### src/pkg/sd_seq_regs.vh
`ifndef SD_SEQ_REGS_VH
`define SD_SEQ_REGS_VH

// Clock
`define SD_CLK_HZ          100000000
`define SD_CLK_NS          10

// Oscillator rates and periods in reference clocks (longest period rounds down)
`define SD_OSC_LOW_HZ      333000
`define SD_OSC_HIGH_HZ     500000
`define SD_OSC_LOW_CYC     (`SD_CLK_HZ / `SD_OSC_LOW_HZ)
`define SD_OSC_HIGH_CYC    (`SD_CLK_HZ / `SD_OSC_HIGH_HZ)
`define SD_OSC_W           9

// Dead time between complementary drives (least time rounds up)
`define SD_DEAD_NS         60
`define SD_DEAD_CYC        ((`SD_DEAD_NS + `SD_CLK_NS - 1) / `SD_CLK_NS)
`define SD_DEAD_W          4

// Momentary timing-pin discharge pulse
`define SD_DISCH_NS        1000
`define SD_DISCH_CYC       ((`SD_DISCH_NS + `SD_CLK_NS - 1) / `SD_CLK_NS)
`define SD_DISCH_W         8

// Power-good timeout in oscillator cycles
`define SD_PGOOD_CYCLES    32000
`define SD_PGOOD_W         15

// Synchronised input vector field positions
`define SD_IN_PD_N         0
`define SD_IN_FSEL         1
`define SD_IN_FORCE        2
`define SD_IN_STRAP_REF    3
`define SD_IN_STRAP_VL     4
`define SD_IN_LO_ON        5
`define SD_IN_HI_ON        6
`define SD_IN_LO_REG       7
`define SD_IN_HI_REG       8
`define SD_IN_BOOT         9
`define SD_IN_LO_LIM       10
`define SD_IN_LO_ZERO      11
`define SD_IN_LO_TRIP      12
`define SD_IN_LO_LIGHT     13
`define SD_IN_HI_LIM       14
`define SD_IN_HI_ZERO      15
`define SD_IN_HI_TRIP      16
`define SD_IN_HI_LIGHT     17
`define SD_IN_W            18
`define SD_IN_RESET        18'h00000

`endif

### src/design/sd_rail_drive.v
`timescale 1ns/1ns
`include "sd_seq_regs.vh"

module sd_rail_drive (
  // Clock and reset
  input  wire ref_clk,
  input  wire arst_n,
  // Control, all on ref_clk
  input  wire enable,
  input  wire cycle_start,
  input  wire force_pwm,
  input  wire light_load,
  input  wire pwm_trip,
  input  wire cur_limit,
  input  wire zero_cross,
  // Drives
  output reg  high_side_drive,
  output reg  low_side_drive,
  output wire idle_skip
);

  localparam [4:0] ST_OFF  = 5'h01;
  localparam [4:0] ST_WHI  = 5'h02;
  localparam [4:0] ST_HIGH = 5'h04;
  localparam [4:0] ST_WLO  = 5'h08;
  localparam [4:0] ST_LOW  = 5'h10;
  localparam integer DEAD_LAST = `SD_DEAD_CYC - 1;
  localparam integer ONE       = 1;

  reg [4:0]              state;
  reg [4:0]              next_state;
  reg [`SD_DEAD_W-1:0]   dead_cnt;
  wire                   dead_done;

  // Light load may skip a pulse only outside forced PWM
  assign idle_skip = !force_pwm && light_load;
  assign dead_done = (dead_cnt == DEAD_LAST[`SD_DEAD_W-1:0]);

  always @*
  begin
    next_state = state;
    case (state)
      ST_OFF:  if (enable && cycle_start && !idle_skip && !cur_limit) next_state = ST_WHI;
      ST_WHI:  if (!enable || cur_limit) next_state = ST_OFF;
               else if (dead_done) next_state = ST_HIGH;
      // Limit in either direction ends the on-time at once
      ST_HIGH: if (!enable || cur_limit || pwm_trip) next_state = ST_WLO;
      ST_WLO:  if (!enable) next_state = ST_OFF;
               else if (dead_done) next_state = ST_LOW;
      // Low side holds until next cycle, or zero crossing when discontinuous
      ST_LOW:  if (!enable || (!force_pwm && zero_cross)) next_state = ST_OFF;
               else if (cycle_start && !idle_skip && !cur_limit) next_state = ST_WHI;
               else if (cycle_start) next_state = ST_OFF;
      default: next_state = ST_OFF;
    endcase
  end

  always @(posedge ref_clk or negedge arst_n)
  begin
    if (!arst_n)
    begin
      state           <= ST_OFF;
      dead_cnt        <= {`SD_DEAD_W{1'b0}};
      high_side_drive <= 1'b0;
      low_side_drive  <= 1'b0;
    end
    else
    begin
      state <= next_state;
      if (next_state != state)
        dead_cnt <= {`SD_DEAD_W{1'b0}};
      else
        dead_cnt <= dead_cnt + ONE[`SD_DEAD_W-1:0];
      // Complementary drives, never both on
      high_side_drive <= (next_state == ST_HIGH);
      low_side_drive  <= (next_state == ST_LOW);
    end
  end

endmodule

### src/design/sd_sequencer.v
`timescale 1ns/1ns
`include "sd_seq_regs.vh"

// Contract
// Skip low allows idle; high forces PWM
// Oscillator 333kHz when select low, 500kHz high
// Select falling edge starts new oscillator cycle
// External clock stays within capture range limits
// Power-down low forces full shutdown, overrides all
// Strap at reference: independent enables per rail
// Strap otherwise: low-rail pin is master enable
// Strap high 3.3V first; ground 5V first
// Second rail waits on timing-pin delay
// Discharge continuous in standby, pulsed otherwise
// Reset low until both rails regulate
// Count 32000 oscillator cycles, then release reset
// Strap at reference monitors only 3.3V rail
// Current limit resets latch, drops high side
// Low drive complements high with dead time
// Discontinuous mode: low off at zero crossing
// Above switchover: bypass on, linear regulator off
// Dead time before low on, held until cycle
// Enables low means both rails in standby
// Comparator inputs synchronised before any use
// Shutdown or standby clears power-good counter

module sd_sequencer (
  // Clock and power-on reset
  input  wire ref_clk,
  input  wire arst_n,
  // Control pins
  input  wire power_down_n,
  input  wire freq_select,
  input  wire force_pwm,
  input  wire low_rail_on,
  input  wire high_rail_on_or_delay,
  // Order-select strap, decoded to two levels
  input  wire order_select_strap_ref,
  input  wire order_select_strap_internal_rail,
  // Rail monitors
  input  wire low_rail_in_reg,
  input  wire high_rail_in_reg,
  input  wire high_rail_sense_low_above,
  // Low rail switching comparators
  input  wire low_cur_limit,
  input  wire low_zero_cross,
  input  wire low_pwm_trip,
  input  wire low_light_load,
  // High rail switching comparators
  input  wire high_cur_limit,
  input  wire high_zero_cross,
  input  wire high_pwm_trip,
  input  wire high_light_load,
  // Drives
  output wire low_high_side_drive,
  output wire low_low_side_drive,
  output wire high_high_side_drive,
  output wire high_low_side_drive,
  // Bias control
  output reg  bypass_switch_on,
  output reg  internal_rail_regulator_on,
  output reg  timing_discharge,
  // Status
  output reg  low_rail_enabled,
  output reg  high_rail_enabled,
  output reg  power_good,
  output reg  mode_shutdown,
  output reg  mode_standby,
  output reg  osc_cycle_start,
  output wire low_idle_active,
  output wire high_idle_active
);

  //////////////////////////////////////////////////////////////////////////////
  // Input synchroniser

  localparam [2:0] MD_SHUT  = 3'h1;
  localparam [2:0] MD_STBY  = 3'h2;
  localparam [2:0] MD_RUN   = 3'h4;
  localparam integer OSC_HIGH_LAST = `SD_OSC_HIGH_CYC - 1;
  localparam integer OSC_LOW_LAST  = `SD_OSC_LOW_CYC - 1;
  localparam integer DISCH_LOAD    = `SD_DISCH_CYC;
  localparam integer PGOOD_LAST    = `SD_PGOOD_CYCLES - 1;
  localparam integer ONE           = 1;

  wire [`SD_IN_W-1:0] pin_raw;
  reg  [`SD_IN_W-1:0] pin_meta;
  reg  [`SD_IN_W-1:0] pin_sync;

  assign pin_raw = {high_light_load, high_pwm_trip, high_zero_cross, high_cur_limit,
                    low_light_load, low_pwm_trip, low_zero_cross, low_cur_limit,
                    high_rail_sense_low_above, high_rail_in_reg, low_rail_in_reg,
                    high_rail_on_or_delay, low_rail_on,
                    order_select_strap_internal_rail, order_select_strap_ref,
                    force_pwm, freq_select, power_down_n};

  // Every pin passes two flops before use
  always @(posedge ref_clk or negedge arst_n)
  begin
    if (!arst_n)
    begin
      pin_meta <= `SD_IN_RESET;
      pin_sync <= `SD_IN_RESET;
    end
    else
    begin
      pin_meta <= pin_raw;
      pin_sync <= pin_meta;
    end
  end

  wire s_pd_n      = pin_sync[`SD_IN_PD_N];
  wire s_fsel      = pin_sync[`SD_IN_FSEL];
  wire s_force     = pin_sync[`SD_IN_FORCE];
  wire s_strap_ref = pin_sync[`SD_IN_STRAP_REF];
  wire s_strap_vl  = pin_sync[`SD_IN_STRAP_VL];
  wire s_lo_on     = pin_sync[`SD_IN_LO_ON];
  wire s_hi_on     = pin_sync[`SD_IN_HI_ON];
  wire s_lo_reg    = pin_sync[`SD_IN_LO_REG];
  wire s_hi_reg    = pin_sync[`SD_IN_HI_REG];
  wire s_boot      = pin_sync[`SD_IN_BOOT];

  //////////////////////////////////////////////////////////////////////////////
  // Oscillator

  reg  [`SD_OSC_W-1:0] osc_cnt;
  reg                  fsel_last;
  wire                 fsel_fall;
  wire [`SD_OSC_W-1:0] osc_last;

  // Held level picks the period; an external clock is followed edge by edge
  assign osc_last  = s_fsel ? OSC_HIGH_LAST[`SD_OSC_W-1:0]
                            : OSC_LOW_LAST[`SD_OSC_W-1:0];
  assign fsel_fall = fsel_last && !s_fsel;

  // Sync faster than the free period restarts before the count ends.
  // Slower sync still gets a free-running pulse at the selected rate.
  always @(posedge ref_clk or negedge arst_n)
  begin
    if (!arst_n)
    begin
      osc_cnt         <= {`SD_OSC_W{1'b0}};
      fsel_last       <= 1'b0;
      osc_cycle_start <= 1'b0;
    end
    else
    begin
      fsel_last <= s_fsel;
      if (fsel_fall || osc_cnt >= osc_last)
      begin
        osc_cnt         <= {`SD_OSC_W{1'b0}};
        osc_cycle_start <= 1'b1;
      end
      else
      begin
        osc_cnt         <= osc_cnt + ONE[`SD_OSC_W-1:0];
        osc_cycle_start <= 1'b0;
      end
    end
  end

  //////////////////////////////////////////////////////////////////////////////
  // Operating mode

  reg  [2:0] mode;
  reg  [2:0] next_mode;
  wire       run_request;

  // Strap at reference: either pin wakes its rail; otherwise the master pin
  assign run_request = s_strap_ref ? (s_lo_on || s_hi_on) : s_lo_on;

  always @*
  begin
    next_mode = mode;
    case (mode)
      MD_SHUT: if (s_pd_n) next_mode = run_request ? MD_RUN : MD_STBY;
      MD_STBY: if (!s_pd_n) next_mode = MD_SHUT;
               else if (run_request) next_mode = MD_RUN;
      MD_RUN:  if (!s_pd_n) next_mode = MD_SHUT;
               else if (!run_request) next_mode = MD_STBY;
      default: next_mode = MD_SHUT;
    endcase
  end

  always @(posedge ref_clk or negedge arst_n)
  begin
    if (!arst_n)
    begin
      mode          <= MD_SHUT;
      mode_shutdown <= 1'b1;
      mode_standby  <= 1'b0;
    end
    else
    begin
      mode          <= next_mode;
      mode_shutdown <= (next_mode == MD_SHUT);
      mode_standby  <= (next_mode == MD_STBY);
    end
  end

  //////////////////////////////////////////////////////////////////////////////
  // Timing-pin discharge and rail enables

  reg  [`SD_DISCH_W-1:0] disch_cnt;
  reg                    first_up;
  reg                    delay_done;
  wire                   enter_shut;
  wire                   first_en;

  assign enter_shut = (mode != MD_SHUT) && (next_mode == MD_SHUT);
  // First rail in master mode: strap high picks the 3.3V rail
  assign first_en   = (mode == MD_RUN);

  always @(posedge ref_clk or negedge arst_n)
  begin
    if (!arst_n)
    begin
      disch_cnt  <= {`SD_DISCH_W{1'b0}};
      first_up   <= 1'b1;
      delay_done <= 1'b0;
    end
    else
    begin
      // Short pulse at first power-up and on each entry to shutdown
      if (first_up || enter_shut)
        disch_cnt <= DISCH_LOAD[`SD_DISCH_W-1:0];
      else if (disch_cnt != {`SD_DISCH_W{1'b0}})
        disch_cnt <= disch_cnt - ONE[`SD_DISCH_W-1:0];
      first_up <= 1'b0;
      // Latch the threshold so a noisy ramp cannot drop the second rail
      if (mode != MD_RUN)
        delay_done <= 1'b0;
      else if (s_hi_on)
        delay_done <= 1'b1;
    end
  end

  always @(posedge ref_clk or negedge arst_n)
  begin
    if (!arst_n)
    begin
      timing_discharge  <= 1'b1;
      low_rail_enabled  <= 1'b0;
      high_rail_enabled <= 1'b0;
    end
    else
    begin
      timing_discharge <= (mode == MD_STBY) || first_up || enter_shut
                          || (disch_cnt != {`SD_DISCH_W{1'b0}});
      if (mode != MD_RUN)
      begin
        low_rail_enabled  <= 1'b0;
        high_rail_enabled <= 1'b0;
      end
      else if (s_strap_ref)
      begin
        low_rail_enabled  <= s_lo_on;
        high_rail_enabled <= s_hi_on;
      end
      else if (s_strap_vl)
      begin
        low_rail_enabled  <= first_en;
        high_rail_enabled <= first_en && delay_done;
      end
      else
      begin
        high_rail_enabled <= first_en;
        low_rail_enabled  <= first_en && delay_done;
      end
    end
  end

  //////////////////////////////////////////////////////////////////////////////
  // Power-good timer

  reg  [`SD_PGOOD_W-1:0] pg_cnt;
  wire                   rails_good;

  // Reference strap ignores the 5V rail entirely
  assign rails_good = s_strap_ref ? s_lo_reg : (s_lo_reg && s_hi_reg);

  always @(posedge ref_clk or negedge arst_n)
  begin
    if (!arst_n)
    begin
      pg_cnt     <= {`SD_PGOOD_W{1'b0}};
      power_good <= 1'b0;
    end
    else if (mode != MD_RUN)
    begin
      pg_cnt     <= {`SD_PGOOD_W{1'b0}};
      power_good <= 1'b0;
    end
    else if (!power_good && rails_good && osc_cycle_start)
    begin
      if (pg_cnt == PGOOD_LAST[`SD_PGOOD_W-1:0])
        power_good <= 1'b1;
      pg_cnt <= pg_cnt + ONE[`SD_PGOOD_W-1:0];
    end
  end

  //////////////////////////////////////////////////////////////////////////////
  // Bootstrap switchover

  always @(posedge ref_clk or negedge arst_n)
  begin
    if (!arst_n)
    begin
      bypass_switch_on           <= 1'b0;
      internal_rail_regulator_on <= 1'b0;
    end
    else
    begin
      // Both change on the same edge so the rail is never doubly fed
      bypass_switch_on           <= s_boot && (mode != MD_SHUT);
      internal_rail_regulator_on <= !s_boot && (mode != MD_SHUT);
    end
  end

  //////////////////////////////////////////////////////////////////////////////
  // Switch drivers

  sd_rail_drive u_low_rail (
    .ref_clk         (ref_clk),
    .arst_n          (arst_n),
    .enable          (low_rail_enabled),
    .cycle_start     (osc_cycle_start),
    .force_pwm       (s_force),
    .light_load      (pin_sync[`SD_IN_LO_LIGHT]),
    .pwm_trip        (pin_sync[`SD_IN_LO_TRIP]),
    .cur_limit       (pin_sync[`SD_IN_LO_LIM]),
    .zero_cross      (pin_sync[`SD_IN_LO_ZERO]),
    .high_side_drive (low_high_side_drive),
    .low_side_drive  (low_low_side_drive),
    .idle_skip       (low_idle_active)
  );

  sd_rail_drive u_high_rail (
    .ref_clk         (ref_clk),
    .arst_n          (arst_n),
    .enable          (high_rail_enabled),
    .cycle_start     (osc_cycle_start),
    .force_pwm       (s_force),
    .light_load      (pin_sync[`SD_IN_HI_LIGHT]),
    .pwm_trip        (pin_sync[`SD_IN_HI_TRIP]),
    .cur_limit       (pin_sync[`SD_IN_HI_LIM]),
    .zero_cross      (pin_sync[`SD_IN_HI_ZERO]),
    .high_side_drive (high_high_side_drive),
    .low_side_drive  (high_low_side_drive),
    .idle_skip       (high_idle_active)
  );

endmodule

### config.mk
export PLATFORM = sky130hd
export DESIGN_NAME = sd_sequencer
export DESIGN_NICKNAME = d
export VERILOG_FILES = /design/src/design/sd_rail_drive.v /design/src/design/sd_sequencer.v
export VERILOG_INCLUDE_DIRS = /design/src /design/src/pkg
export SDC_FILE = /design/constraint.sdc
export NUM_CORES = 1
export LEC_CHECK = 0
export BUFFER_PORTS_ARGS = -buffer_cell sky130_fd_sc_hd__buf_2
export CORE_MARGIN = 3
export CORE_UTILIZATION = 55
export DETAILED_ROUTE_END_ITERATION = 10
export PLACE_DENSITY = 0.74
export SYNTH_ARGS = -nofsm -noshare
export SYNTH_HDL_FRONTEND = slang
export SYNTH_SLANG_ARGS = --single-unit
### constraint.sdc
create_clock -name ref_clk -period 2.2 [get_ports ref_clk]
set_input_delay 0.22 -clock ref_clk [delete_from_list [all_inputs] [get_ports ref_clk]]
set_output_delay 0.22 -clock ref_clk [all_outputs]
set_load 0.02 [all_outputs]
Yosys cells after proc, flatten, opt, wreduce, memory -nomap -nowiden
Cells that the tools add are included.

storage, ports and cells
  logic and storage cells = 157
  register bits = 105

cells by class
  $add $sub $neg = 5
  multiplexer cells = 49
  reductions and logical operators = 50
  magnitude comparators = 1
  eq/ne operators = 26

operator list
  kind                                                                   count
  5-bit two-way mux                                                      18
  5-bit one-hot mux with 5 select lines                                  2
  15-bit two-way mux                                                     2
  1-bit logical AND                                                      22
  5-bit by 3-bit equality test with 1-bit output, second input constant  4
  5-bit equality test, second input constant                             4
  3-bit two-way mux                                                      6
  9-bit two-way mux                                                      2
  8-bit two-way mux                                                      2
  15-bit by 1-bit adder with 15-bit output, second input constant        1
  15-bit equality test, second input constant                            1
  1-bit two-way mux                                                      14
  1-bit logical OR                                                       12
  5-bit by 1-bit equality test with 1-bit output, second input constant  2
  5-bit by 2-bit equality test with 1-bit output, second input constant  2
  5-bit by 4-bit equality test with 1-bit output, second input constant  2
  1-bit logical NOT                                                      10
  5-bit != test                                                          2
  9-bit by 1-bit adder with 9-bit output, second input constant          1
  9-bit greater-or-equal comparator                                      1
  3-bit one-hot mux with 3 select lines                                  1
  4-bit by 1-bit adder with 4-bit output, second input constant          2
  4-bit by 3-bit equality test with 1-bit output, second input constant  2
  4-bit two-way mux                                                      2
  other kinds (9)                                                        14

Depth between registers and ports, before layout
Gate-level depths: netlist of run 1.

  word-level depth = 10
  gate-level depth with buffers = 7
  mapped depth without buffers = 7

Cells and area by module
A second synthesis of run 1 with hierarchy kept.

second synthesis, totals
  cell total of the unflattened synthesis = 433
  area total of the unflattened synthesis = 4804.6 µm²

by module, submodules not included
  module                       area an instance (µm²)  instances  cells an instance  sequential area each (µm²)
  sd_sequencer                 3211.8                  1          261                2082.0
  sd_rail_drive (u_low_rail)   823.3                   1          89                 276.5
  sd_rail_drive (u_high_rail)  769.5                   1          83                 276.5

Worst setup path before layout of run 1
No wires, ideal clock.

  path type = register -> register
  start point = register high_rail_enabled
  end point = register u_high_rail.dead_cnt[0]
  required time = 2.093 ns
  buffers on the path = 0
  data arrival time = 1.819 ns
  period minus slack after synthesis = 1.925 ns
  slack = 0.275 ns
  cell stages (with the launch flop) = 6
  path through = dfrtp_1 -> and2b_1 -> and3_1 -> o32ai_2 -> or4b_4 -> a2111oi_4

between the ends
  word-level cells in the longest chain between the ends = 7
  elaborated cells on any way between the ends = 15
  those cells by class = eq/ne: 1; mux: 7; reduce/logical: 7

ends and longest elaborated chain
  item                                                           RTL line                                                    RTL
  start, declared                                                sd_sequencer.v:65                                           output reg high_rail_enabled,
  start signal, assigned                                         sd_sequencer.v:258                                          high_rail_enabled <= s_hi_on;
  start signal, assigned                                         sd_sequencer.v:263                                          high_rail_enabled <= first_en && delay_done;
  start signal, assigned                                         sd_sequencer.v:267                                          high_rail_enabled <= first_en;
  1-bit logical NOT / 1-bit logical AND (equally long branches)  -
  1-bit logical OR / 1-bit logical AND (equally long branches)   sd_rail_drive.v:44, sd_rail_drive.v:47, sd_rail_drive.v:43
  1-bit logical OR / 1-bit logical AND (equally long branches)   sd_rail_drive.v:47, sd_rail_drive.v:43
  5-bit two-way mux (on tied branches)                           sd_rail_drive.v:47, sd_rail_drive.v:43
  5-bit one-hot mux with 5 select lines *                        sd_rail_drive.v:42                                          case (state)
  5-bit != test *                                                sd_rail_drive.v:70                                          if (next_state != state)
  4-bit two-way mux *                                            sd_rail_drive.v:70
  end signal, assigned                                           sd_rail_drive.v:63                                          dead_cnt <= {`SD_DEAD_W{1'b0}};
  end signal, assigned                                           sd_rail_drive.v:71                                          dead_cnt <= {`SD_DEAD_W{1'b0}};
  end signal, assigned                                           sd_rail_drive.v:73                                          dead_cnt <= dead_cnt + ONE[`SD_DEAD_W-1:0];
  end, declared                                                  sd_rail_drive.v:32                                          reg [`SD_DEAD_W-1:0] dead_cnt;

Mark *: on every way between the ends. The rest lies on a longest branch, timed or not.
A chain may end at the register's enable or synchronous reset.

Worst setup path in the final report of run 1
  start point = register pin_sync[14]
  end point = register u_high_rail.dead_cnt[0]

between the ends
  word-level cells in the longest chain between the ends = 7
  elaborated cells on any way between the ends = 13
  those cells by class = eq/ne: 1; mux: 7; reduce/logical: 5

ends and longest elaborated chain
  item                                     RTL line                                RTL
  start, declared                          sd_sequencer.v:88                       reg [`SD_IN_W-1:0] pin_sync;
  start signal, assigned                   sd_sequencer.v:103                      pin_sync <= `SD_IN_RESET;
  start signal, assigned                   sd_sequencer.v:108                      pin_sync <= pin_meta;
  1-bit logical NOT                        sd_rail_drive.v:43, sd_rail_drive.v:52
  1-bit logical AND                        sd_rail_drive.v:52                      else if (cycle_start && !idle_skip && !cur_limit) next_state = ST_WHI;
  5-bit two-way mux                        sd_rail_drive.v:52
  5-bit two-way mux                        sd_rail_drive.v:51                      ST_LOW: if (!enable || (!force_pwm && zero_cross)) next_state = ST_OFF;
  5-bit one-hot mux with 5 select lines *  sd_rail_drive.v:42
  5-bit != test *                          sd_rail_drive.v:70
  4-bit two-way mux *                      sd_rail_drive.v:70

Marked as above.

==> results.txt, run 1 <==
Result of the run - finished, final reports clean
Biggest area contributors in the synthesized netlist - sky130_fd_sc_hd__dfrtp_1 (54%), sky130_fd_sc_hd__nor2_1 (5.4%), sky130_fd_sc_hd__xor2_1 (4.4%)
Type of the worst min-delay path - reg -> reg
Core Footprint - 7930 sq um
Leak pwr - 2.43 nW
Total nets after synthesis - 455
Normalized max-slew margin - 60.1%
Via count - 3207
DRC errors left - 0
Die W - 97.7 um
Setup Skew - 0.0127 ns
Startpoint of the most critical hold path - pin_meta[12]
MaxCap Viol Count - 0
Global-route usage over all layers - 18.3%
Number of register bits inferred by synthesis - 105
Critical R2R Capture - u_high_rail.dead_cnt[0]
Post-route total power - 0.00434 W
Portion of the post-synthesis area used by sequential elements - 57.0%
Area share of the leading cell type in the synthesized netlist - 53.6%
RR Startpoint - pin_sync[14]
Power density relative to cell area - 810 nW/um^2
Total length of routed wires - 8060 um
Initial antenna violation count - 0
Part of the cycle the worst path needs - 92.4%
Antenna cell count - 0
Internal Power - 0.00310 W
Routed WL per cell - 13.7 um
Count of cell types in the netlist - 58
Clock transition time at the flip-flop clock pins of the worst setup and hold paths - 0.10 ns
Boundary Pins - 35
Slew of the pin with the lowest slew margin - 0.595 ns
TritonCTS Sinks - 105
Synth Area per Inst - 11.0 sq um
Placed wire-length estimate after detailed placement - 5660 um
Post-synth top cells - sky130_fd_sc_hd__dfrtp_1 (99), sky130_fd_sc_hd__nor2_1 (66), sky130_fd_sc_hd__xor2_1 (23)
Hold violation total from the final report - 0
IO Port Bufs - 34
Most common cell in the synthesized netlist - sky130_fd_sc_hd__dfrtp_1
Global-route wire length before repair - 14200 um
Crit path time final - 2.03 ns
Number of CTS-inserted buffers - 9
Count of final setup violators - 0
Fraction of power consumed by sequential logic - 53.5%
Root cell of the clock tree - sky130_fd_sc_hd__clkbuf_8
Grt ovf - 0
Growth of design area from synthesis to finish - 15.9%
Final Instance Area - 5360 sq um
Skew-Pair Late Insertion Delay - 0.36 ns
Endpoint required time on the critical path - 2.45 ns
Warnings, synthesis - 0
Gp weighted congestion - 0.905
Crit path DAT - 2.29 ns
H-tree level count - 3
Count of mapped cells out of synthesis - 422
Final net count - 516
Least setup slack across all paths after layout - 0.166 ns
Capture endpoint of the worst hold path - pin_sync[12]
Total area of multi-input combinational cells - 1870 sq um
Number of global-route vias before repair - 3049
VDD IR-drop max - 0.542 mV
Fmax - 0.492 GHz
Std cell rows - 32
TritonCTS clock tree - done
Leading register cell type out of synthesis - sky130_fd_sc_hd__dfrtp_1
Setup total negative slack - 0 ns
Depth of the worst hold-timing path - 0
Cell type contributing the most total cell area after synthesis - sky130_fd_sc_hd__dfrtp_1
DR iter-0 viols - 122
Nature of the critical path endpoint - flop
Footprint of the flip-flops and latches - 2640 sq um
Worst-case register-to-register setup slack - 0.17 ns
Cell chain of the critical path - and2b_1 > and3_1 > o32ai_2 > or4b_4 > a2111oi_4
Pins Over Slew Limit - 0
Cell with the biggest individual delay on the critical path - sky130_fd_sc_hd__or4b_4
Y dimension of the die - 97.7 um
R2r worst-path depth - 5
# fillers - 611
Crit path largest cell delay - 0.57 ns
Switching power as a share of total power - 28.5%
Floorplan die area - 9540 sq um
Fraction of power consumed by the clock network - 28.3%
Ratio of cells with drive above 1 in the final layout - 15.4%
RSZ-0062 raised after global routing - false
Deepest clock path buffer count - 2
First-pass iteration count of the detailed router - 4
Instance area at placement - 4950 sq um
Dpl ws - 0.188 ns
Starting Density - 58.3%
Cell area after synthesis - 4620 sq um
Maximum net fanout on the critical path - 8
Net load switching power - 0.00124 W
Post-synthesis async set-or-reset flop share - 100%
Number of vias per cell - 5.44
Combinational group share of total power - 18.3%
Pin count of the biggest net entering global routing - 41
Number of enable-type register cells in the synthesized netlist - 0
Launching element type of the critical path - flop
Critical Setup Path Class - reg -> reg
DRT antenna net count - 0
sequential cells by signal, indices dropped and copies added (netlist names), 3 cells and up:
signal,cells
u_high_rail.state,5
u_high_rail.dead_cnt,4
pg_cnt,15
osc_cnt,9
u_low_rail.state,5
mode,3
disch_cnt,8
pin_meta,18
pin_sync,18
u_low_rail.dead_cnt,4
worst max-delay path: cells and delay by family (launching register included):
kind / cells / cell delay (ns)
and+or+nand+nor: 3 / 1.13
AOI/OAI and AO/OA: 2 / 0.40
DFF: 1 / 0.40
layout make-up:
cell class                 instances  share of cell area, %
inverter                          14                  0.981
clock buffer                      11                   2.64
sequential                       105                   49.2
tap                              102                   2.38
clock inverter                     5                   1.35
multi-input combinational        291                   35.0
timing repair buffer              62                   8.50
power by group through the flow:
| stage | combinational [W] | sequential, W | clock, W |
|---|---|---|---|
| 6_report | 0.000793 | 0.00232 | 0.00123 |
| 5_1_grt | 0.000908 | 0.00235 | 0.00135 |
| 4_1_cts | 0.000805 | 0.00232 | 0.00128 |
| 3_5_place_dp | 0.000772 | 0.00236 | 0 |
| 3_3_place_gp | 0.000747 | 0.00235 | 0 |
| 2_1_floorplan | 0.000590 | 0.00231 | 0 |
through the flow:
stage	hold WS [ns]	util [%]	instances
after detailed placement	0.249	62.5	555
after global routing	0.365	67.6	590
final	0.355	67.6	590
after global placement	0.246	62.5	555
after floorplan	-0.0756	-	422
after CTS	0.357	67.6	590
cell usage in the layout, fill, tap and decap left out, types with 7 or more instances in the layout:
cell	instances
sky130_fd_sc_hd__buf_2	33
sky130_fd_sc_hd__a21oi_1	11
sky130_fd_sc_hd__dfrtp_1	99
sky130_fd_sc_hd__clkbuf_8	10
sky130_fd_sc_hd__or3_1	7
sky130_fd_sc_hd__nor3_1	11
sky130_fd_sc_hd__buf_4	8
sky130_fd_sc_hd__and3_1	10
sky130_fd_sc_hd__xor2_1	23
sky130_fd_sc_hd__nor2_1	66
sky130_fd_sc_hd__inv_1	14
sky130_fd_sc_hd__o21ai_0	12
sky130_fd_sc_hd__ha_1	13
sky130_fd_sc_hd__dlygate4sd3_1	19
sky130_fd_sc_hd__nand3b_1	8
sky130_fd_sc_hd__nand4_1	13
sky130_fd_sc_hd__nand2_1	15
sky130_fd_sc_hd__nand3_1	12
sky130_fd_sc_hd__nand2b_1	7
sky130_fd_sc_hd__xnor2_1	9
per-layer routing:
| layer | up-vias | track usage, % | wire length (um) |
|---|---|---|---|
| li1 | 1594 | - | - |
| met1 | 1554 | 25.0 | 3720 |
| met2 | 53 | 29.7 | 3970 |
| met3 | 6 | 4.45 | 292 |
| met4 | 0 | 4.47 | 72 |
| met5 | - | 0 | 0 |
worst max-delay path by stage:
stage                            startpoint                 endpoint  cells past startpoint
final                          pin_sync[14]  u_high_rail.dead_cnt[0]                      5
after global routing           disch_cnt[0]             disch_cnt[7]                      7
after CTS                      pin_sync[14]  u_high_rail.dead_cnt[0]                      5
after detailed placement       pin_sync[14]  u_high_rail.dead_cnt[0]                      5
after global placement         pin_sync[14]  u_high_rail.dead_cnt[0]                      5
after floorplan           high_rail_enabled  u_high_rail.dead_cnt[0]                      5
cell families (layout without fill, tap and decap cells):
group	after synthesis	after routing	synth area share, %
AO/OA/AOI/OAI	60	60	9.04
XOR/XNOR	32	32	6.06
adder cells (fa/ha/maj)	13	13	3.52
buffers and inverters	26	92	2.52
flip-flops	105	105	57.0
multiplexers	1	1	0.216
other	1	1	0.0811
AND/OR/NAND/NOR	184	184	21.6
repair_timing:
item | in CTS | in global routing
buffers inserted | 0 | 0
hold buffers | 19 | 0
resized for setup | 0 | 0
hold endpoints to repair | 54 | 0
(Power assumes the default switching activity.)
==> run 2: changes to the inputs <==
--- a/config.mk
+++ b/config.mk
@@ -8,9 +8,9 @@
 export LEC_CHECK = 0
 export BUFFER_PORTS_ARGS = -buffer_cell sky130_fd_sc_hd__buf_2
 export CORE_MARGIN = 3
-export CORE_UTILIZATION = 55
+export CORE_UTILIZATION = 43
 export DETAILED_ROUTE_END_ITERATION = 10
-export PLACE_DENSITY = 0.74
+export SLEW_MARGIN = 10
 export SYNTH_ARGS = -nofsm -noshare
 export SYNTH_HDL_FRONTEND = slang
 export SYNTH_SLANG_ARGS = --single-unit
==> constraint.sdc (replaced) <==
create_clock -name ref_clk -period 2.4 [get_ports ref_clk]
set_input_delay 0.24 -clock ref_clk [delete_from_list [all_inputs] [get_ports ref_clk]]
set_output_delay 0.24 -clock ref_clk [all_outputs]
set_load 0.02 [all_outputs]
==> results.txt, run 2 (synthesized netlist as in run 1, its figures left out) <==
Result of the run - finished, final reports clean
Number of vias per cell - 5.07 (-6.7%)
Launching element type of the critical path - flop
Power density relative to cell area - 741 nW/um^2 (-8.5%)
Via count - 3156 (-1.6%)
Cell with the biggest individual delay on the critical path - sky130_fd_sc_hd__or4b_4
Nature of the critical path endpoint - flop
Total length of routed wires - 8210 um (+1.9%)
Ratio of cells with drive above 1 in the final layout - 15.0% (-0.35 points)
Number of global-route vias before repair - 3103 (+1.8%)
Net load switching power - 0.00116 W (-6.2%)
Routed WL per cell - 13.2 um (-3.4%)
Cell chain of the critical path - and2b_1 > and3_1 > o32ai_2 > or4b_4 > a2111oi_4
Endpoint required time on the critical path - 2.66 ns (+0.21 ns)
Crit path DAT - 2.28 ns (about the same)
Least setup slack across all paths after layout - 0.380 ns (+0.214 ns)
DRC errors left - 0 (unchanged)
Initial antenna violation count - 0 (unchanged)
DRT antenna net count - 0 (unchanged)
Start point of the critical path - pin_sync[14]
Growth of design area from synthesis to finish - 16.2%
Fraction of power consumed by the clock network - 28.6% (+0.3 points)
Antenna cell count - 0 (unchanged)
DR iter-0 viols - 191 (+57%)
Combinational group share of total power - 17.9% (-0.4 points)
Std cell rows - 37 (+16%)
Startpoint of the most critical hold path - pin_meta[11]
Largest regs - pin_meta x18, pin_sync x18, pg_cnt x15
Count of hold-fix buffers inserted at cts - 19 (unchanged)
Y dimension of the die - 110 um (+12%)
Crit path time final - 2.02 ns (-0.0137 ns)
TritonCTS clock tree - done
Starting Density - 44.6% (-14 points)
Leading cell types in the layout, fill and taps excluded - sky130_fd_sc_hd__dfrtp_1 (99), sky130_fd_sc_hd__nor2_1 (66), sky130_fd_sc_hd__buf_2 (33), sky130_fd_sc_hd__xor2_1 (23), sky130_fd_sc_hd__dlygate4sd3_1 (19)
Fraction of power consumed by sequential logic - 53.5% (about the same)
Setup total negative slack - 0 ns (unchanged)
Total area of multi-input combinational cells - 1870 sq um (unchanged)
Footprint of the flip-flops and latches - 2640 sq um (unchanged)
H-tree level count - 3 (unchanged)
RR Startpoint - pin_sync[14]
Final net count - 514 (-0.39%)
Dpl ws - 0.391 ns (+0.203 ns)
Post-route total power - 0.00398 W (-8.3%)
Worst-case register-to-register setup slack - 0.38 ns (+0.21 ns)
Count of final setup violators - 0 (unchanged)
First-pass iteration count of the detailed router - 4 (unchanged)
Leak pwr - 2.42 nW (-0.59%)
Floorplan die area - 12000 sq um (+26%)
Switching power as a share of total power - 29.2% (+0.65 points)
Crit path largest cell delay - 0.57 ns (about the same)
Placed wire-length estimate after detailed placement - 5760 um (+1.9%)
Clock transition time at the flip-flop clock pins of the worst setup and hold paths - 0.10 ns (about the same)
Skew-Pair Late Insertion Delay - 0.37 ns (about the same)
Deepest clock path buffer count - 2 (unchanged)
# fillers - 909 (+49%)
Hold violation total from the final report - 0 (unchanged)
Buffers inserted by post-CTS timing repair - 0 (unchanged)
Number of gates resized after CTS - 0 (unchanged)
Slew of the pin with the lowest slew margin - 0.648 ns (+0.0534 ns)
Most frequent standard cell in the layout excluding fill and tap cells - sky130_fd_sc_hd__dfrtp_1
Number of CTS-inserted buffers - 9 (unchanged)
Core Footprint - 10400 sq um (+31%)
Normalized max-slew margin - 56.8% (-3.3 points)
Type of the worst min-delay path - reg -> reg
Grt ovf - 0 (unchanged)
Critical Setup Path Class - reg -> reg
Gp weighted congestion - 0.857 (-5.3%)
Maximum net fanout on the critical path - 8 (unchanged)
Pin count of the biggest net entering global routing - 52 (+27%)
MaxCap Viol Count - 0 (unchanged)
Die W - 110 um (+12%)
Setup Skew - 0.00881 ns (-0.00387 ns)
Pins Over Slew Limit - 0 (unchanged)
Global-route wire length before repair - 14300 um (+0.25%)
Global-route usage over all layers - 15.0% (-3.3 points)
RSZ-0062 raised after global routing - false
TritonCTS Sinks - 105 (unchanged)
Boundary Pins - 35 (unchanged)
VDD IR-drop max - 0.495 mV (-8.6%)
Internal Power - 0.00282 W (-9.1%)
IO Port Bufs - 34 (unchanged)
Part of the cycle the worst path needs - 84.2% (-8.3 points)
Fmax - 0.495 GHz (+0.68%)
Root cell of the clock tree - sky130_fd_sc_hd__clkbuf_8
## run 2: worst max-delay path, delay by kind of cell (launching register included)
kind,cells,cell delay [ns]
DFF,1,0.40
AOI/OAI and AO/OA,2,0.37
and+or+nand+nor,3,1.14
## run 2: through the flow
step | cells | area [sq um] | util (%) | hold WS [ns]
finish | 622 | 5370 | 51.8 | 0.356
global route | 622 | 5370 | 51.8 | 0.371
CTS | 622 | 5370 | 51.8 | 0.358
detailed placement | 587 | 4970 | 47.9 | 0.312
global placement | 587 | 4970 | 47.9 | 0.314
floorplan | 422 | 4620 | - | -0.0556
## run 2: routing by layer
layer / up-vias / wire length [um] / share of wire (%) / global-route usage [%]
met5: - / 0 / 0 / 0
met4: 0 / 83 / 1.0 / 5.08
met3: 6 / 379 / 4.6 / 4.40
met2: 61 / 3870 / 47 / 23.3
met1: 1504 / 3870 / 47 / 20.3
li1: 1585 / - / - / -
## run 2: power by group through the flow
stage | clock network, W | logic, W | registers [W]
after global routing | 0.00128 | 0.000812 | 0.00216
after floorplan | 0 | 0.000541 | 0.00211
after CTS | 0.00119 | 0.000721 | 0.00213
after detailed placement | 0 | 0.000695 | 0.00216
final | 0.00114 | 0.000712 | 0.00213
after global placement | 0 | 0.000686 | 0.00216
## run 2: final timing paths
check / end / depth (start not counted)
setup / recovery: u_high_rail.dead_cnt[0] / 5
hold / removal: pin_sync[11] / 0
setup reg to reg: u_high_rail.dead_cnt[0] / 5
hold reg to reg: pin_sync[11] / 0
max in group asynchronous: osc_cycle_start / 3
min in group asynchronous: u_low_rail.high_side_drive / 2
## run 2: layout make-up
cell class	instances	share of cell area, %
Sequential cell	105	49.0
Multi-Input combinational cell	291	34.9
Timing Repair Buffer	60	7.96
Tap cell	136	3.17
Clock buffer	10	2.38
Clock inverter	6	1.61
Inverter	14	0.978
==> run 3: changes to the inputs <==
==> constraint.sdc (replaced) <==
create_clock -name ref_clk -period 1.9 [get_ports ref_clk]
set_input_delay 0.19 -clock ref_clk [delete_from_list [all_inputs] [get_ports ref_clk]]
set_output_delay 0.19 -clock ref_clk [all_outputs]
set_load 0.02 [all_outputs]
==> results.txt, run 3 (synthesized netlist as in run 1, its figures left out) <==
Result of the run - finished with violations
Failing checks - setup timing
Worst-case register-to-register setup slack - -0.06 ns (-0.44 ns)
Gp weighted congestion - 0.869 (+1.3%)
Initial antenna violation count - 0 (unchanged)
Routed WL per cell - 13.9 um (+5.1%)
Worst path bufs/invs - 0 (unchanged)
Cell with the biggest individual delay on the critical path - sky130_fd_sc_hd__or4b_4
RSZ-0062 raised after global routing - true
R2r worst-path depth - 5 (unchanged)
Total length of routed wires - 9000 um (+9.6%)
Floorplan die area - 12000 sq um (unchanged)
IO Port Bufs - 34 (unchanged)
Number of global-route vias before repair - 3403 (+9.7%)
Antenna cell count - 0 (unchanged)
H-tree level count - 3 (unchanged)
Growth of design area from synthesis to finish - 22.3%
Crit path time final - 1.96 ns (-0.0569 ns)
Placed wire-length estimate after detailed placement - 6100 um (+5.8%)
First-pass iteration count of the detailed router - 4 (unchanged)
Grt ovf - 0 (unchanged)
Maximum net fanout on the critical path - 5 (-3)
DR iter-0 viols - 148 (-23%)
TritonCTS Sinks - 105 (unchanged)
Type of the worst min-delay path - in -> async
Nature of the critical path endpoint - flop
Kind of cell with the highest combined delay on the critical path - simple AND/OR/NAND/NOR gates
Fraction of power consumed by sequential logic - 53.1% (-0.4 points)
Cell chain of the critical path - and2b_2 > and3_4 > o32ai_2 > or4b_4 > a2111oi_4
Power density relative to cell area - 894 nW/um^2 (+21%)
Fraction of power consumed by the clock network - 25.5% (-3.1 points)
Final standard cell utilization of the core - 54.5% (+2.7 points)
Worst Hold Slack - 0.327 ns (-0.0285 ns)
Depth of the critical timing path with buffers and inverters included - 5 (unchanged)
Dpl ws - -0.0702 ns (-0.461 ns)
Launching element type of the critical path - flop
Setup Skew - 0.0115 ns (+0.00273 ns)
Endpoint required time on the critical path - 2.17 ns (-0.49 ns)
Leak pwr - 2.54 nW (+4.9%)
Y dimension of the die - 110 um (unchanged)
Core Footprint - 10400 sq um (unchanged)
Internal Power - 0.00352 W (+25%)
Global-route wire length before repair - 15400 um (+8.0%)
Setup total negative slack - -0.0804 ns (-0.0804 ns)
Final net count - 541 (+5.3%)
Starting Density - 44.6% (unchanged)
Pins Over Slew Limit - 0 (unchanged)
Hold violation total from the final report - 0 (unchanged)
Count of final setup violators - 2 (+2)
Pin count of the biggest net entering global routing - 42 (-19%)
TritonCTS clock tree - done
Clock transition time at the flip-flop clock pins of the worst setup and hold paths - 0.10 ns (about the same)
Crit path DAT - 2.23 ns (-0.05 ns)
Leading cell types in the layout, fill and taps excluded - sky130_fd_sc_hd__dfrtp_1 (93), sky130_fd_sc_hd__nor2_1 (66), sky130_fd_sc_hd__buf_2 (33), sky130_fd_sc_hd__buf_4 (33), sky130_fd_sc_hd__xor2_1 (23)
Die W - 110 um (unchanged)
Number of vias per cell - 5.14 (+1.3%)
Switching power as a share of total power - 30.4% (+1.3 points)
Critical Setup Path Class - reg -> reg
Root cell of the clock tree - sky130_fd_sc_hd__clkbuf_8
VDD IR-drop max - 0.546 mV (+10%)
Via count - 3335 (+5.7%)
Ratio of cells with drive above 1 in the final layout - 23.6% (+8.6 points)
Slew of the pin with the lowest slew margin - 0.531 ns (-0.118 ns)
Crit path largest cell delay - 0.59 ns (+0.02 ns)
MaxCap Viol Count - 0 (unchanged)
DRC errors left - 0 (unchanged)
Number of CTS-inserted buffers - 9 (unchanged)
Least setup slack across all paths after layout - -0.0631 ns (-0.443 ns)
Skew-Pair Late Insertion Delay - 0.37 ns (about the same)
DRT antenna net count - 0 (unchanged)
Largest regs - pin_meta x18, pin_sync x18, pg_cnt x15
Part of the cycle the worst path needs - 103% (+19 points)
Fmax - 0.509 GHz (+2.9%)
Global-route usage over all layers - 16.4% (+1.4 points)
Net load switching power - 0.00154 W (+32%)
Combinational group share of total power - 21.4% (+3.5 points)
Boundary Pins - 35 (unchanged)
Deepest clock path buffer count - 2 (unchanged)
Std cell rows - 37 (unchanged)
Most frequent standard cell in the layout excluding fill and tap cells - sky130_fd_sc_hd__dfrtp_1
Normalized max-slew margin - 64.6% (+7.8 points)
[run 3: area by class of cell]
class | instances | area [sq um]
Inverter | 14 | 52.6
Clock buffer | 9 | 124
Multi-Input combinational cell | 291 | 1980
Fill cell | 911 | 4710
Timing Repair Buffer | 87 | 628
Sequential cell | 105 | 2640
Tap cell | 136 | 170
Clock inverter | 7 | 60.1
[run 3: final timing paths]
path	from	endpoint
setup / recovery	pin_sync[14]	u_high_rail.dead_cnt[0]
hold / removal	arst_n	u_low_rail.state[3]
setup reg to reg	pin_sync[14]	u_high_rail.dead_cnt[0]
hold reg to reg	pin_meta[14]	pin_sync[14]
max in group asynchronous	arst_n	u_high_rail.state[0]
min in group ref_clk	pin_meta[14]	pin_sync[14]
[run 3: stage by stage]
stage / instances / total power, W / cell area, sq um
floorplan: 422 / 0.00335 / 4630
global placement: 608 / 0.00367 / 5130
detailed placement: 608 / 0.00370 / 5130
CTS: 643 / 0.00506 / 5540
global route: 649 / 0.00540 / 5660
finish: 649 / 0.00505 / 5660
[run 3: timing repair]
action,CTS,global route
hold buffers,19,0
hold endpoints to repair,55,0
endpoints found under the setup margin,14,18
resized for setup,11,15
setup buffers,0,6
pin swaps,0,8
[run 3: power by group through the flow]
stage               sequential [W]  combinational [W]  clock [W]
finish                     0.00268            0.00108    0.00129
global route               0.00273            0.00123    0.00144
detailed placement         0.00272           0.000980          0
floorplan                  0.00267           0.000684          0
CTS                        0.00268            0.00103    0.00135
global placement           0.00271           0.000959          0
[run 3: routing by layer]
metal  vias up  wire length [um]  global-route usage [%]
met5         -                 0                       0
met4         0               205                    7.03
met3        17               340                    3.35
met2        60              4420                    27.0
met1      1619              4030                    21.0
li1       1639                 -                       -
